File: src/verilog/perf_mon_pkg.sv
// Package: register map, field positions and timing for the DS3/E3 error counter bank
package perf_mon_pkg;
	localparam int ADDR_W = 12;
	// Printed offsets are not word aligned: they are indices, byte address is four times
	localparam logic [11:0] IDX_CHANGE = 12'h210;
	localparam logic [11:0] IDX_STATUS = 12'h211;
	localparam logic [11:0] IDX_LCV_LO = 12'h214;
	localparam logic [11:0] IDX_LCV_HI = 12'h215;
	localparam logic [11:0] IDX_FRM_LO = 12'h216;
	localparam logic [11:0] IDX_FRM_HI = 12'h217;
	localparam logic [11:0] IDX_SUM_LO = 12'h218;
	localparam logic [11:0] IDX_SUM_HI = 12'h219;
	localparam logic [11:0] IDX_PAR_LO = 12'h21A;
	localparam logic [11:0] IDX_PAR_HI = 12'h21B;
	localparam logic [11:0] IDX_PTH_LO = 12'h21C;
	localparam logic [11:0] IDX_PTH_HI = 12'h21D;
	localparam logic [11:0] IDX_FEB_LO = 12'h21E;
	localparam logic [11:0] IDX_FEB_HI = 12'h21F;
	localparam logic [11:0] IDX_GLOBAL = 12'h004;
	localparam logic [11:0] IDX_CONFIG = 12'h200;
	// Widths of the six counters
	localparam int LCV_W = 16;
	localparam int FRM_W = 10;
	localparam int SUM_W = 16;
	localparam int PAR_W = 16;
	localparam int PTH_W = 14;
	localparam int FEB_W = 14;
	// Status register fields
	localparam int ST_OVR = 0;
	localparam int ST_DONE = 1;
	localparam int ST_IE = 2;
	// Configuration register fields
	localparam int CF_E3 = 0;
	localparam int CF_G832 = 1;
	localparam int CF_SUMSEL = 2;
	localparam int CF_ZDET = 3;
	localparam logic [3:0] CONFIG_RESET = 4'h0;
	// Information block length in bits and transfer depth in cycles
	localparam int BLOCK_BITS = 85;
	localparam int XFER_CYCLES = 3;
endpackage

File: src/verilog/perf_mon.sv
// Performance-monitoring error counter bank for one DS3/E3 receive channel
`timescale 1ns/1ps
// Functional notes
// - Count line code violations in 16 bits, low and high holding bytes.
// - Any write to channel or global update register latches counts, restarts them.
// - Events coinciding with the poll are counted; with the counter full the snapshot wraps to zero.
// - Holding registers are loaded within three clocks after the poll write.
// - Count framing errors in 10 bits; upper six high-byte bits read zero.
// - Excessive zeros counted at most once per 85-bit block.
// - Excessive zeros counted only when select and detect enable are both one.
// - With select zero, count 85-bit blocks holding any line code violation.
// - E3 mode holds the summed counter at zero.
// - Count parity errors in 16 bits: P-bit in DS3, BIP-8 in E3 G.832.
// - E3 G.751 holds the parity count at zero.
// - Count DS3 path parity errors in 14 bits; top two high bits zero.
// - Any E3 mode holds the path parity count at zero.
// - Count far end block errors in 14 bits in DS3 or E3 G.832.
// - E3 G.751 holds the far end block error count at zero.
// - Each count reads as low byte then high byte at next offset.
// - Transfer sets done bit; interrupt when enabled; clear on status read.
// - Transfer with done still set raises overrun, cleared on status read.
// - Per-counter change bit shows events in latest interval.
module perf_mon
(
	input wire logic i_mclk,
	input wire logic i_reset,
	input wire logic i_wb_cyc,
	input wire logic i_wb_stb,
	input wire logic i_wb_we,
	input wire logic [perf_mon_pkg::ADDR_W+1:0] i_wb_adr,
	input wire logic [3:0] i_wb_sel,
	input wire logic [31:0] i_wb_dat,
	output logic [31:0] o_wb_dat,
	output logic o_wb_ack,
	input wire logic i_lcv_evt,
	input wire logic i_frm_evt,
	input wire logic i_zeros_evt,
	input wire logic i_par_evt,
	input wire logic i_pth_evt,
	input wire logic i_feb_evt,
	input wire logic i_block_end,
	output logic o_irq
);
	import perf_mon_pkg::*;

	// ----------------------------------------------------------------
	// Bus decode
	// ----------------------------------------------------------------
	logic req;
	logic [11:0] idx;
	logic wr;
	logic rd;
	logic chan_hit;
	logic poll;
	assign req = i_wb_cyc && i_wb_stb && !o_wb_ack;
	assign idx = i_wb_adr[ADDR_W+1:2];
	assign wr = req && i_wb_we;
	assign rd = req && !i_wb_we;
	assign chan_hit = (idx >= IDX_CHANGE) && (idx <= IDX_FEB_HI);
	assign poll = wr && (chan_hit || idx == IDX_GLOBAL);

	logic [3:0] config_q;
	logic e3;
	logic g751;
	assign e3 = config_q[CF_E3];
	assign g751 = config_q[CF_E3] && !config_q[CF_G832];

	always_ff @(posedge i_mclk or posedge i_reset)
	begin
		if (i_reset)
			config_q <= CONFIG_RESET;
		else if (wr && idx == IDX_CONFIG && i_wb_sel[0])
			config_q <= i_wb_dat[3:0];
	end

	// ----------------------------------------------------------------
	// Summed block events
	// ----------------------------------------------------------------
	logic block_hit_q;
	logic sum_src;
	logic sum_evt;
	// Select picks zeros (only with detect enable) or line code violations
	assign sum_src = config_q[CF_SUMSEL] ? (i_zeros_evt && config_q[CF_ZDET]) : i_lcv_evt;
	// Count once at block end if anything hit during the block
	assign sum_evt = i_block_end && (block_hit_q || sum_src) && !e3;

	always_ff @(posedge i_mclk or posedge i_reset)
	begin
		if (i_reset)
			block_hit_q <= 1'b0;
		else if (i_block_end)
			block_hit_q <= 1'b0;
		else if (sum_src)
			block_hit_q <= 1'b1;
	end

	// ----------------------------------------------------------------
	// Counters and holding registers
	// ----------------------------------------------------------------
	localparam int NCNT = 6;
	logic [NCNT-1:0] evt;
	assign evt[0] = i_lcv_evt;
	assign evt[1] = i_frm_evt;
	assign evt[2] = sum_evt;
	assign evt[3] = i_par_evt && !g751;
	assign evt[4] = i_pth_evt && !e3;
	assign evt[5] = i_feb_evt && !g751;

	logic [15:0] hold [NCNT];
	logic [NCNT-1:0] change_q;
	logic xfer;

	// Transfer pipeline: poll, snapshot, load holding registers
	logic [XFER_CYCLES-2:0] xfer_pipe_q;
	always_ff @(posedge i_mclk or posedge i_reset)
	begin
		if (i_reset)
			xfer_pipe_q <= '0;
		else
			xfer_pipe_q <= {xfer_pipe_q[XFER_CYCLES-3:0], poll};
	end
	assign xfer = xfer_pipe_q[0];

	genvar g;
	generate
		for (g = 0; g < NCNT; g++)
		begin : gen_cnt
			localparam int W = (g == 0) ? LCV_W : (g == 1) ? FRM_W : (g == 2) ? SUM_W :
				(g == 3) ? PAR_W : (g == 4) ? PTH_W : FEB_W;
			logic [W-1:0] cnt_q;
			logic [W-1:0] snap_q;
			logic hit_q;
			logic snap_hit_q;
			// Poll cycle: snapshot including a coincident event, restart from zero
			always_ff @(posedge i_mclk or posedge i_reset)
			begin
				if (i_reset)
				begin
					cnt_q <= '0;
					hit_q <= 1'b0;
					snap_q <= '0;
					snap_hit_q <= 1'b0;
				end
				else if (poll)
				begin
					snap_q <= cnt_q + W'(evt[g]);
					snap_hit_q <= hit_q || evt[g];
					cnt_q <= '0;
					hit_q <= 1'b0;
				end
				else if (evt[g])
				begin
					if (cnt_q != '1)
						cnt_q <= cnt_q + W'(1);
					hit_q <= 1'b1;
				end
			end
			always_ff @(posedge i_mclk or posedge i_reset)
			begin
				if (i_reset)
				begin
					hold[g] <= 16'h0000;
					change_q[g] <= 1'b0;
				end
				else if (xfer)
				begin
					hold[g] <= 16'(snap_q);
					change_q[g] <= snap_hit_q;
				end
			end
		end
	endgenerate

	// ----------------------------------------------------------------
	// Status
	// ----------------------------------------------------------------
	logic done_q;
	logic ovr_q;
	logic ie_q;
	logic st_rd;
	assign st_rd = rd && idx == IDX_STATUS;

	always_ff @(posedge i_mclk or posedge i_reset)
	begin
		if (i_reset)
			ie_q <= 1'b0;
		else if (wr && idx == IDX_STATUS && i_wb_sel[0])
			ie_q <= i_wb_dat[ST_IE];
	end

	// Set wins over the read clear
	always_ff @(posedge i_mclk or posedge i_reset)
	begin
		if (i_reset)
			done_q <= 1'b0;
		else if (xfer)
			done_q <= 1'b1;
		else if (st_rd)
			done_q <= 1'b0;
	end

	always_ff @(posedge i_mclk or posedge i_reset)
	begin
		if (i_reset)
			ovr_q <= 1'b0;
		else if (xfer && done_q)
			ovr_q <= 1'b1;
		else if (st_rd)
			ovr_q <= 1'b0;
	end

	always_ff @(posedge i_mclk or posedge i_reset)
	begin
		if (i_reset)
			o_irq <= 1'b0;
		else
			o_irq <= ie_q && (done_q || xfer) && !(st_rd && !xfer);
	end

	// ----------------------------------------------------------------
	// Read data and acknowledge
	// ----------------------------------------------------------------
	logic [7:0] rd_byte;
	always_comb
	begin
		rd_byte = 8'h00;
		unique case (idx)
			IDX_CHANGE: rd_byte = {2'b00, change_q[0], change_q[1], change_q[2],
				change_q[3], change_q[4], change_q[5]};
			IDX_STATUS: rd_byte = {5'b00000, ie_q, done_q, ovr_q};
			IDX_CONFIG: rd_byte = {4'h0, config_q};
			IDX_LCV_LO: rd_byte = hold[0][7:0];
			IDX_LCV_HI: rd_byte = hold[0][15:8];
			IDX_FRM_LO: rd_byte = hold[1][7:0];
			IDX_FRM_HI: rd_byte = hold[1][15:8];
			IDX_SUM_LO: rd_byte = hold[2][7:0];
			IDX_SUM_HI: rd_byte = hold[2][15:8];
			IDX_PAR_LO: rd_byte = hold[3][7:0];
			IDX_PAR_HI: rd_byte = hold[3][15:8];
			IDX_PTH_LO: rd_byte = hold[4][7:0];
			IDX_PTH_HI: rd_byte = hold[4][15:8];
			IDX_FEB_LO: rd_byte = hold[5][7:0];
			IDX_FEB_HI: rd_byte = hold[5][15:8];
			default: rd_byte = 8'h00;
		endcase
	end

	always_ff @(posedge i_mclk or posedge i_reset)
	begin
		if (i_reset)
		begin
			o_wb_ack <= 1'b0;
			o_wb_dat <= 32'h0000_0000;
		end
		else
		begin
			o_wb_ack <= req;
			o_wb_dat <= rd ? {24'h000000, rd_byte} : 32'h0000_0000;
		end
	end
endmodule

File: config.mk
export PLATFORM = sky130hd
export DESIGN_NAME = perf_mon
export DESIGN_NICKNAME = d
export VERILOG_FILES = /design/src/verilog/perf_mon_pkg.sv /design/src/verilog/perf_mon.sv
export SDC_FILE = /design/constraint.sdc
export NUM_CORES = 1
export LEC_CHECK = 0
export BUFFER_PORTS_ARGS = -buffer_cell sky130_fd_sc_hd__buf_2
export CAP_MARGIN = 40
export CORE_ASPECT_RATIO = 1.2
export CORE_MARGIN = 2
export CORE_UTILIZATION = 35
export DETAILED_ROUTE_END_ITERATION = 8
export HOLD_SLACK_MARGIN = 0.05
export PLACE_DENSITY_LB_ADDON = 0.08
export SLEW_MARGIN = 0
export SYNTH_ARGS = -nofsm -noshare
export SYNTH_HDL_FRONTEND = slang
export SYNTH_SLANG_ARGS = --single-unit
File: constraint.sdc
create_clock -name i_mclk -period 14.68 [get_ports i_mclk]
set_input_delay 0.734 -clock i_mclk [delete_from_list [all_inputs] [get_ports i_mclk]]
set_output_delay 0.734 -clock i_mclk [all_outputs]
set_load 0.05 [all_outputs]
==> flow_summary_export.csv, run 1 <==
group,metric,value,unit
die,core,41600,um^2
synth,synth_compound_area_frac,0.0830,
clock_network,ctsHoldBuffers,0,
die,ios,96,
power_and_ir_drop,cellPowerDensity,114,nW/um^2
worst_setup_path,path_class,"in -> reg",
worst_setup_path,path_common_cell,"buf_4",
sta,fin_crit_sh,0.234,
power_and_ir_drop,power_leakage,7.21,nW
synth,ys_types,73,
synth,post-synth-top-area-cell,"dfrtp_1",
clock_network,tritoncts.num_buffers,35,
placed_design,gp_congestion,0.817,
clock_network,ctsResizeCount,0,
grt,overflow,0,
synth,synth_top_family_by_area,"simple AND/OR/NAND/NOR gates",
worst_setup_path,critical_path.slowest_cell,"or4_1",
sta,fin_tns_setup,0,ps
sta,finalSetupViolations,0,
detailed_routing,postRouteAntennaNets,0,
placed_design,port-buffer-count,38,
clock_network,cts_tree,"yes",
die,start_util,0.353,
worst_setup_path,worstRegToRegCells,7,
clock_network,post_cts_buffers,0,
synth,ys_warn_count,0,
worst_setup_path,endpoint_kind,"register",
clock_network,clk_pin_slew,60,ps
worst_setup_path,critPathMaxFanout,49,
sta,clock_skew,13.5,ps
detailed_routing,vias_per_cell,5.05,
outcome,status,"finished clean",
synth,synth_top_cell_area_share,0.503,
flow_run,maxCapViolCount,0,
worst_hold_path,min_path_type,"in -> async",
worst_setup_path,required,15140,ps
synth,yosysSeqAreaShare,0.503,
die,die_w,191,um
cells_and_area,final_area,16400,um^2
synth,netlist_instances,1398,
sta,fmax,0.291,GHz
worst_setup_path,r2r_start,"o_wb_ack",
synth,synth.area.top_cells,"dfrtp_1 50%, mux2_2 7.8%, xnor2_1 5.6%, nand2_1 4.5%, o21ai_0 3.2%",
synth,ys.flop_type,"dfrtp_1",
power_and_ir_drop,ir_worst_vdd,0.0000732,V
worst_setup_path,arrival,3900,ps
synth,synthTopCellsByCount,"295 x dfrtp_1, 175 x nand2_1, 116 x nor2_1",
cells_and_area,diodes,0,
cells_and_area,area_delta_synth_final,11.8,%
sta,tightest_slew,829,ps
detailed_routing,routed_wl,35100,um
detailed_routing,via_count,9942,
cells_and_area,fin_nets,1480,
sta,rsz0062_at_grt,"no",
placed_design,place_area,15300,um^2
detailed_routing,drtPass1Iterations,5,
synth,async_reset_ff_frac,1.00,
clock_network,cts_buffer_depth,3,
sta,min_period,3440,ps
sta,maxSlewHeadroom,0.447,
placed_design,hpwl,23900,um
clock_network,clock_sinks,295,
worst_setup_path,timing.rr.end,"gen_cnt[2].snap_q[7]",
detailed_routing,wl_per_cell,17.8,um
clock_network,cts_root_buf,"clkbuf_16",
grt,grt_pass1_vias,10200,
detailed_routing,drt_first_iter_violations,470,
synth,syn-mean-instance-area,10.5,um^2
cells_and_area,drive_above_1_share,0.175,
clock_network,h-tree-depth,2,
synth,synth-edff-count,0,
worst_setup_path,slowest_delay,560,ps
synth,synth.area.mux_share,0.107,
grt,track_usage,0.168,
die,rows,82,
detailed_routing,drc,0,
die,die_area,43600,um^2
worst_setup_path,r2r_slack,11730,ps
grt,antenna_found_initial,2,
grt,grt_pass1_wl,57900,um
synth,synth_fa_ha_area_frac,0.0154,
grt,grt_max_degree,96,
worst_setup_path,startpoint_type,"input port",
synth,ys_ff_latch,295,
cells_and_area,final_util,0.395,
sta,hold_ws,317,ps
die,die_h,228,um
synth,post_synth_and_or_nand_nor_area_fraction,0.168,
worst_setup_path,cp_cell_sequence,"buf_2, buf_4, nor2_1, a22o_1, nand2_4, clkinv_2, buf_12, buf_4, or4_1, nand2_1",
sta,hold_violations,0,
synth,syn-cell-area,14700,um^2
sta,slew_viol_final,0,
synth,synth-xor-area-share,0.0794,
clock_network,insertion_delay,520,ps
synth,synth_most_common_cell,"dfrtp_1",
==> flip-flops by register name (all words and copies together) (netlist names) <==
register and cells:
block_hit_q 1, change_q 6, config_q 4, done_q 1, gen_cnt.cnt_q 86, gen_cnt.hit_q 6
gen_cnt.snap_hit_q 6, gen_cnt.snap_q 86, hold 86, ie_q 1, o_irq 1, o_wb_ack 1
o_wb_dat 8, ovr_q 1, xfer_pipe_q 1
==> critical path: cells and delay by family <==
kind,cells,cell delay [ps]
buffers and inverters,5,1590
AND/OR/NAND/NOR,4,1220
AO/OA/AOI/OAI,1,280
==> layout by cell type (no fill, tap or decap), types with 37 or more instances in the layout <==
cell       synthesis  final
nor2_1           116    116
xor2_1            39     39
buf_2             46     39
clkbuf_16          0     37
mux2_2           102    102
o21ai_0           94     94
nand3_1           47     47
nand2_1          175    174
dfrtp_1          295    294
xnor2_1           94     94
==> power breakdown <==
part | switching [W] | internal, W | leakage (nW)
Combinational | 0.0000844 | 0.0000472 | 2.58
Clock | 0.000343 | 0.000521 | 0.555
Sequential | 0.0000358 | 0.000834 | 4.07
==> metal layers <==
metal / vias up / share of wire / global-route usage
li1: 4808 / - / -
met1: 4963 / 0.49 / 0.243
met2: 129 / 0.46 / 0.260
met3: 40 / 0.032 / 0.0265
met4: 2 / 0.019 / 0.0448
met5: - / 0.00037 / 0
==> final cells by class <==
cell class / instances / area [um^2]
clock buffer: 51 / 1030
clock inverter: 10 / 109
fill: 4075 / 25100
inverter: 16 / 68.8
multi-input combinational: 998 / 6750
sequential: 295 / 7390
tap: 546 / 683
timing repair buffer: 54 / 380
==> how the worst max path moves through the flow <==
| stage | endpoint | from | slack (ps) | depth (start not counted) |
|---|---|---|---|---|
| final | gen_cnt[2].cnt_q[8] | i_wb_adr[2] | 11240 | 10 |
| after detailed placement | gen_cnt[2].cnt_q[8] | i_wb_adr[2] | 10620 | 10 |
| after floorplan | block_hit_q | i_reset | 5800 | 1 |
| after CTS | gen_cnt[2].cnt_q[8] | i_wb_adr[2] | 11170 | 10 |
| after global routing | gen_cnt[2].cnt_q[8] | i_wb_adr[2] | 10970 | 10 |
| after global placement | gen_cnt[2].cnt_q[8] | i_wb_adr[2] | 10210 | 9 |
==> cell families after synthesis <==
kind of cell | Yosys count
AND/OR/NAND/NOR | 501
XOR/XNOR | 133
AO/OA/AOI/OAI | 189
multiplexers | 133
buffers and inverters | 128
adder cells (fa/ha/maj) | 18
flip-flops | 295
other | 1
==> stage by stage <==
stage / setup WS (ps) / total power (W) / cells
final: 11240 / 0.00187 / 1970
after floorplan: 5800 / 0.000980 / 1421
after detailed placement: 10620 / 0.00102 / 1909
after global routing: 10970 / 0.00195 / 1970
after CTS: 11170 / 0.00190 / 1970
after global placement: 10210 / 0.00101 / 1904
Power figures use the tool's default switching activity.
==> run 2: changes to the inputs <==
Clock period 14.68 ns to 3 ns, I/O delays scaled along.
==> flow_summary_export.csv, run 2 (synthesis gave the netlist of run 1 again) <==
group,metric,value,unit
outcome,status,"finished clean",
worst_setup_path,timing.rr.end,"gen_cnt[4].snap_q[12]",
clock_network,h-tree-depth,2,
detailed_routing,postRouteAntennaNets,0,
cells_and_area,multi_input_comb_area,6740,um^2
sta,min_period,2490,ps
clock_network,insertion_delay,520,ps
worst_setup_path,required,3430,ps
die,core,41600,um^2
worst_hold_path,holdPathStages,4,
worst_setup_path,path_class,"reg -> reg",
power_and_ir_drop,cellPowerDensity,568,nW/um^2
power_and_ir_drop,power_leakage,7.32,nW
detailed_routing,via_count,9968,
grt,grt_pass1_vias,10100,
placed_design,hpwl,23900,um
placed_design,port-buffer-count,38,
grt,grt_max_degree,176,
clock_network,cts_tree,"yes",
clock_network,clock_sinks,295,
placed_design,placedCellCount,1917,
die,die_h,228,um
die,rows,82,
sta,setup_ws,507,ps
cells_and_area,layout_commonest_cell,"dfrtp_1",
sta,hold_violations,0,
power_and_ir_drop,power.share.clock,0.483,
power_and_ir_drop,ir_worst_vdd,0.000316,V
die,die_area,43600,um^2
die,ios,96,
sta,finalSetupViolations,0,
sta,tightest_slew,728,ps
detailed_routing,drt_first_iter_violations,506,
worst_hold_path,hold_end,"block_hit_q",
sta,rsz0062_at_grt,"no",
cells_and_area,largestRegisters,"gen_cnt.cnt_q x86, gen_cnt.snap_q x86, hold x86",
grt,track_usage,0.165,
power_and_ir_drop,power_frac_seq,0.450,
detailed_routing,wl_per_cell,17.5,um
worst_setup_path,startpoint_type,"register",
die,start_util,0.353,
clock_network,cts_root_buf,"clkbuf_16",
clock_network,clk_pin_slew,60,ps
worst_setup_path,r2r_start,"config_q[0]",
detailed_routing,drc,0,
sta,maxSlewHeadroom,0.514,
detailed_routing,drtPass1Iterations,5,
clock_network,cts_buffer_depth,3,
die,die_w,191,um
cells_and_area,fill_cells,4126,
flow_run,maxCapViolCount,0,
cells_and_area,fin_nets,1497,
grt,grt_pass1_wl,57200,um
cells_and_area,drive_above_1_share,0.182,
worst_setup_path,r2r_slack,510,ps
cells_and_area,layout.cells.non_filler,1992,
power_and_ir_drop,p_sw,0.00230,W
cells_and_area,area_delta_synth_final,13.5,%
grt,overflow,0,
grt,antenna_found_initial,5,
clock_network,tritoncts.num_buffers,35,
worst_setup_path,arrival,2920,ps
placed_design,pre_cts_ws,524,ps
worst_hold_path,min_path_type,"in -> reg",
sta,fmax,0.401,GHz
placed_design,gp_congestion,0.809,
cells_and_area,final_cell_mix,"294 x dfrtp_1, 174 x nand2_1, 116 x nor2_1, 102 x mux2_2",
sta,fin_crit_sh,0.831,
clock_network,ctsResizeCount,0,
power_and_ir_drop,swShare,0.244,
power_and_ir_drop,internal_power,0.00715,W
worst_setup_path,endpoint_kind,"register",
detailed_routing,vias_per_cell,5.00,
worst_hold_path,hold_path.startpoint,"i_zeros_evt",
worst_setup_path,worstRegToRegCells,10,
sta,clock_skew,11.4,ps
power_and_ir_drop,comb_power_share,0.067,
detailed_routing,routed_wl,34800,um
sta,slew_viol_final,0,
cells_and_area,regArea,7390,um^2
worst_setup_path,critPathMaxFanout,5,
run 2: cell types whose count changed in the layout (fill, tap and decap cells not counted), moves of 4 or more:
cell / previous run / this run
dlygate4sd3_1: 0 / 9
buf_4: 11 / 19
clkinvlp_4: 2 / 7
buf_12: 1 / 5
clkbuf_1: 9 / 5
run 2: per-stage QoR:
| step | util | cell area (um^2) | setup TNS [ps] | power, W | hold WS (ps) |
|---|---|---|---|---|---|
| 2_1_floorplan | - | 14800 | -314800 | 0.00480 | 216 |
| 3_3_place_gp | 0.368 | 15300 | 0 | 0.00496 | 262 |
| 5_1_grt | 0.401 | 16600 | 0 | 0.00987 | 74.0 |
| 6_report | 0.401 | 16700 | 0 | 0.00945 | 69.4 |
| 4_1_cts | 0.401 | 16600 | 0 | 0.00962 | 52.6 |
| 3_5_place_dp | 0.368 | 15300 | 0 | 0.00497 | 259 |
run 2: how the worst max path moves through the flow:
stage / cells past startpoint / startpoint / endpoint / slack (ps)
finish: 10 / config_q[0] / gen_cnt[4].snap_q[12] / 510
global route: 10 / config_q[0] / gen_cnt[4].snap_q[12] / 290
detailed placement: 10 / config_q[0] / gen_cnt[4].snap_q[12] / 520
global placement: 10 / config_q[0] / gen_cnt[4].snap_q[12] / 550
floorplan: 1 / i_reset / block_hit_q / -1070
CTS: 10 / config_q[0] / gen_cnt[4].snap_q[12] / 480
run 2: worst max-delay path: stages (launching register included):
cell     delay [ps]
dfrtp_1         390
inv_1           220
nand2_1         170
inv_1           230
ha_1            220
ha_1            190
nand3_1         180
nor3_1          360
nand3_1         140
xor2_1          160
o21ai_0         140
run 2: cell type report:
type / instances / area share
Tap cell: 546 / 0.0410
Inverter: 16 / 0.00391
Sequential cell: 295 / 0.444
Clock inverter: 15 / 0.0129
Antenna cell: 3 / 0.000451
Timing Repair Buffer: 71 / 0.0314
Clock buffer: 48 / 0.0617
Multi-Input combinational cell: 998 / 0.405
run 2: repair_timing:
action,4_1_cts,5_1_grt
endpoints found under the hold margin,147,0
buffers inserted,0,0
hold buffers,9,0
run 2: layer usage:
metal / track usage / routed length, um
met5: 0 / 10
met4: 0.0451 / 677
met3: 0.0315 / 1390
met2: 0.255 / 15900
met1: 0.237 / 16800
run 2: power groups by stage:
stage | sequential, W | combinational, W | clock (W)
after global routing | 0.00427 | 0.000729 | 0.00486
final | 0.00425 | 0.000634 | 0.00456
after floorplan | 0.00423 | 0.000566 | 0
after detailed placement | 0.00432 | 0.000644 | 0
after global placement | 0.00433 | 0.000636 | 0
after CTS | 0.00425 | 0.000658 | 0.00471
==> run 3: changes to the inputs <==
Clock period 3 ns to 2 ns, I/O delays scaled along.
==> flow_summary_export.csv, run 3 (synthesis gave the netlist of run 1 again) <==
group,metric,value,unit
die,rows,82,
worst_setup_path,r2r_slack,70,ps
worst_setup_path,r2r_start,"config_q[3]",
power_and_ir_drop,power_leakage,7.88,nW
placed_design,pre_cts_ws,-68.8,ps
detailed_routing,drc,0,
cells_and_area,layout_commonest_cell,"dfrtp_1",
grt,antenna_found_initial,0,
worst_hold_path,hold_path.startpoint,"i_lcv_evt",
worst_hold_path,min_path_type,"in -> reg",
die,ios,96,
sta,fin_tns_setup,0,ps
die,core,41600,um^2
detailed_routing,wl_per_cell,17.2,um
power_and_ir_drop,power.share.clock,0.470,
clock_network,cts_buffer_depth,3,
grt,overflow,0,
grt,grt_max_degree,110,
worst_setup_path,arrival,2340,ps
die,start_util,0.353,
cells_and_area,largestRegisters,"gen_cnt.cnt_q x86, gen_cnt.snap_q x86, hold x86",
power_and_ir_drop,p_sw,0.00343,W
cells_and_area,layout.cells.non_filler,2095,
cells_and_area,fin_nets,1604,
power_and_ir_drop,swShare,0.242,
sta,fin_crit_sh,0.965,
clock_network,h-tree-depth,2,
cells_and_area,final_area,17700,um^2
cells_and_area,drive_above_1_share,0.258,
placed_design,hpwl,25700,um
power_and_ir_drop,comb_power_share,0.088,
worst_setup_path,timing.rr.end,"gen_cnt[2].snap_q[7]",
sta,hold_violations,0,
clock_network,cts_tree,"yes",
sta,finalSetupViolations,0,
sta,maxSlewHeadroom,0.593,
clock_network,clk_pin_slew,60,ps
grt,track_usage,0.171,
placed_design,placedCellCount,2019,
clock_network,cts_root_buf,"clkbuf_16",
cells_and_area,final_cell_mix,"292 x dfrtp_1, 173 x nand2_1, 117 x buf_4, 115 x nor2_1, 102 x mux2_2",
sta,clock_skew,10.2,ps
outcome,status,"finished clean",
grt,grt_pass1_wl,59400,um
sta,setup_ws,69.6,ps
detailed_routing,drtPass1Iterations,5,
cells_and_area,diodes,0,
worst_setup_path,path_class,"reg -> reg",
worst_setup_path,worstRegToRegCells,8,
sta,hold_ws,63.0,ps
die,die_w,191,um
power_and_ir_drop,ir_worst_vdd,0.000516,V
worst_setup_path,required,2410,ps
sta,rsz0062_at_grt,"yes",
detailed_routing,postRouteAntennaNets,0,
power_and_ir_drop,cellPowerDensity,802,nW/um^2
worst_hold_path,holdPathStages,4,
die,die_area,43600,um^2
clock_network,clock_sinks,295,
grt,grt_pass1_vias,10800,
clock_network,insertion_delay,520,ps
detailed_routing,vias_per_cell,4.91,
detailed_routing,routed_wl,36000,um
sta,tightest_slew,607,ps
detailed_routing,drt_first_iter_violations,619,
sta,slew_viol_final,0,
die,die_h,228,um
sta,min_period,1930,ps
flow_run,maxCapViolCount,0,
worst_setup_path,critPathMaxFanout,5,
detailed_routing,via_count,10300,
placed_design,port-buffer-count,38,
placed_design,place_area,16200,um^2
worst_setup_path,startpoint,"config_q[3]",
cells_and_area,area_delta_synth_final,20.4,%
power_and_ir_drop,internal_power,0.0107,W
worst_hold_path,hold_end,"gen_cnt[0].hit_q",
worst_setup_path,startpoint_type,"register",
worst_setup_path,endpoint_kind,"register",
power_and_ir_drop,power_frac_seq,0.442,
clock_network,tritoncts.num_buffers,36,
sta,fmax,0.518,GHz
placed_design,gp_congestion,0.868,
run 3: layout make-up:
type                    count  area [um^2]
flip-flops and latches    295         7390
clock buffers              54         1050
well taps                 546          683
inverters                  16         67.6
clock inverters             9          153
multi-input cells         998         6930
fillers                  4071        23900
repair buffers            177         1400
run 3: repair_timing:
item,CTS,global route
resized for setup,7,39
buffers inserted,1,2
endpoints found under the hold margin,273,0
hold buffers,10,0
pin swaps,0,6
setup endpoints to repair,12,38
run 3: worst max-delay path, cell delays in order, from the launching register on:
cell	delay (ps)
dfrtp_1	380
and3_4	180
o311a_4	330
ha_4	180
and3_4	180
and3_4	170
nand2_2	70
xnor2_1	60
mux2_2	260
run 3: how the worst max path moves through the flow:
stage,endpoint,slack [ps],cells past startpoint
6_report,gen_cnt[2].snap_q[7],70,8
5_1_grt,gen_cnt[0].cnt_q[5],-8,7
4_1_cts,gen_cnt[4].snap_q[10],-3,10
3_5_place_dp,gen_cnt[2].snap_q[10],-70,9
3_3_place_gp,gen_cnt[2].snap_q[7],-30,8
2_1_floorplan,block_hit_q,-2020,1
run 3: routing by layer:
metal,wire [um],track usage,share of wire,vias to the layer above
li1,-,-,-,5061
met1,17200,0.242,0.48,5041
met2,16900,0.274,0.47,148
met3,1180,0.0240,0.033,46
met4,686,0.0434,0.019,0
met5,0,0,0,-
run 3: power groups by stage:
stage / logic (W) / registers (W) / clock network (W)
after floorplan: 0.000849 / 0.00635 / 0
after global placement: 0.00124 / 0.00637 / 0
after detailed placement: 0.00124 / 0.00637 / 0
after CTS: 0.00126 / 0.00626 / 0.00688
after global routing: 0.00141 / 0.00628 / 0.00714
final: 0.00125 / 0.00626 / 0.00666
run 3: per-stage QoR:
step,utilization,total power [W]
final,0.425,0.0142
after CTS,0.422,0.0144
after global placement,0.389,0.00760
after detailed placement,0.389,0.00761
after floorplan,-,0.00720
after global routing,0.425,0.0148
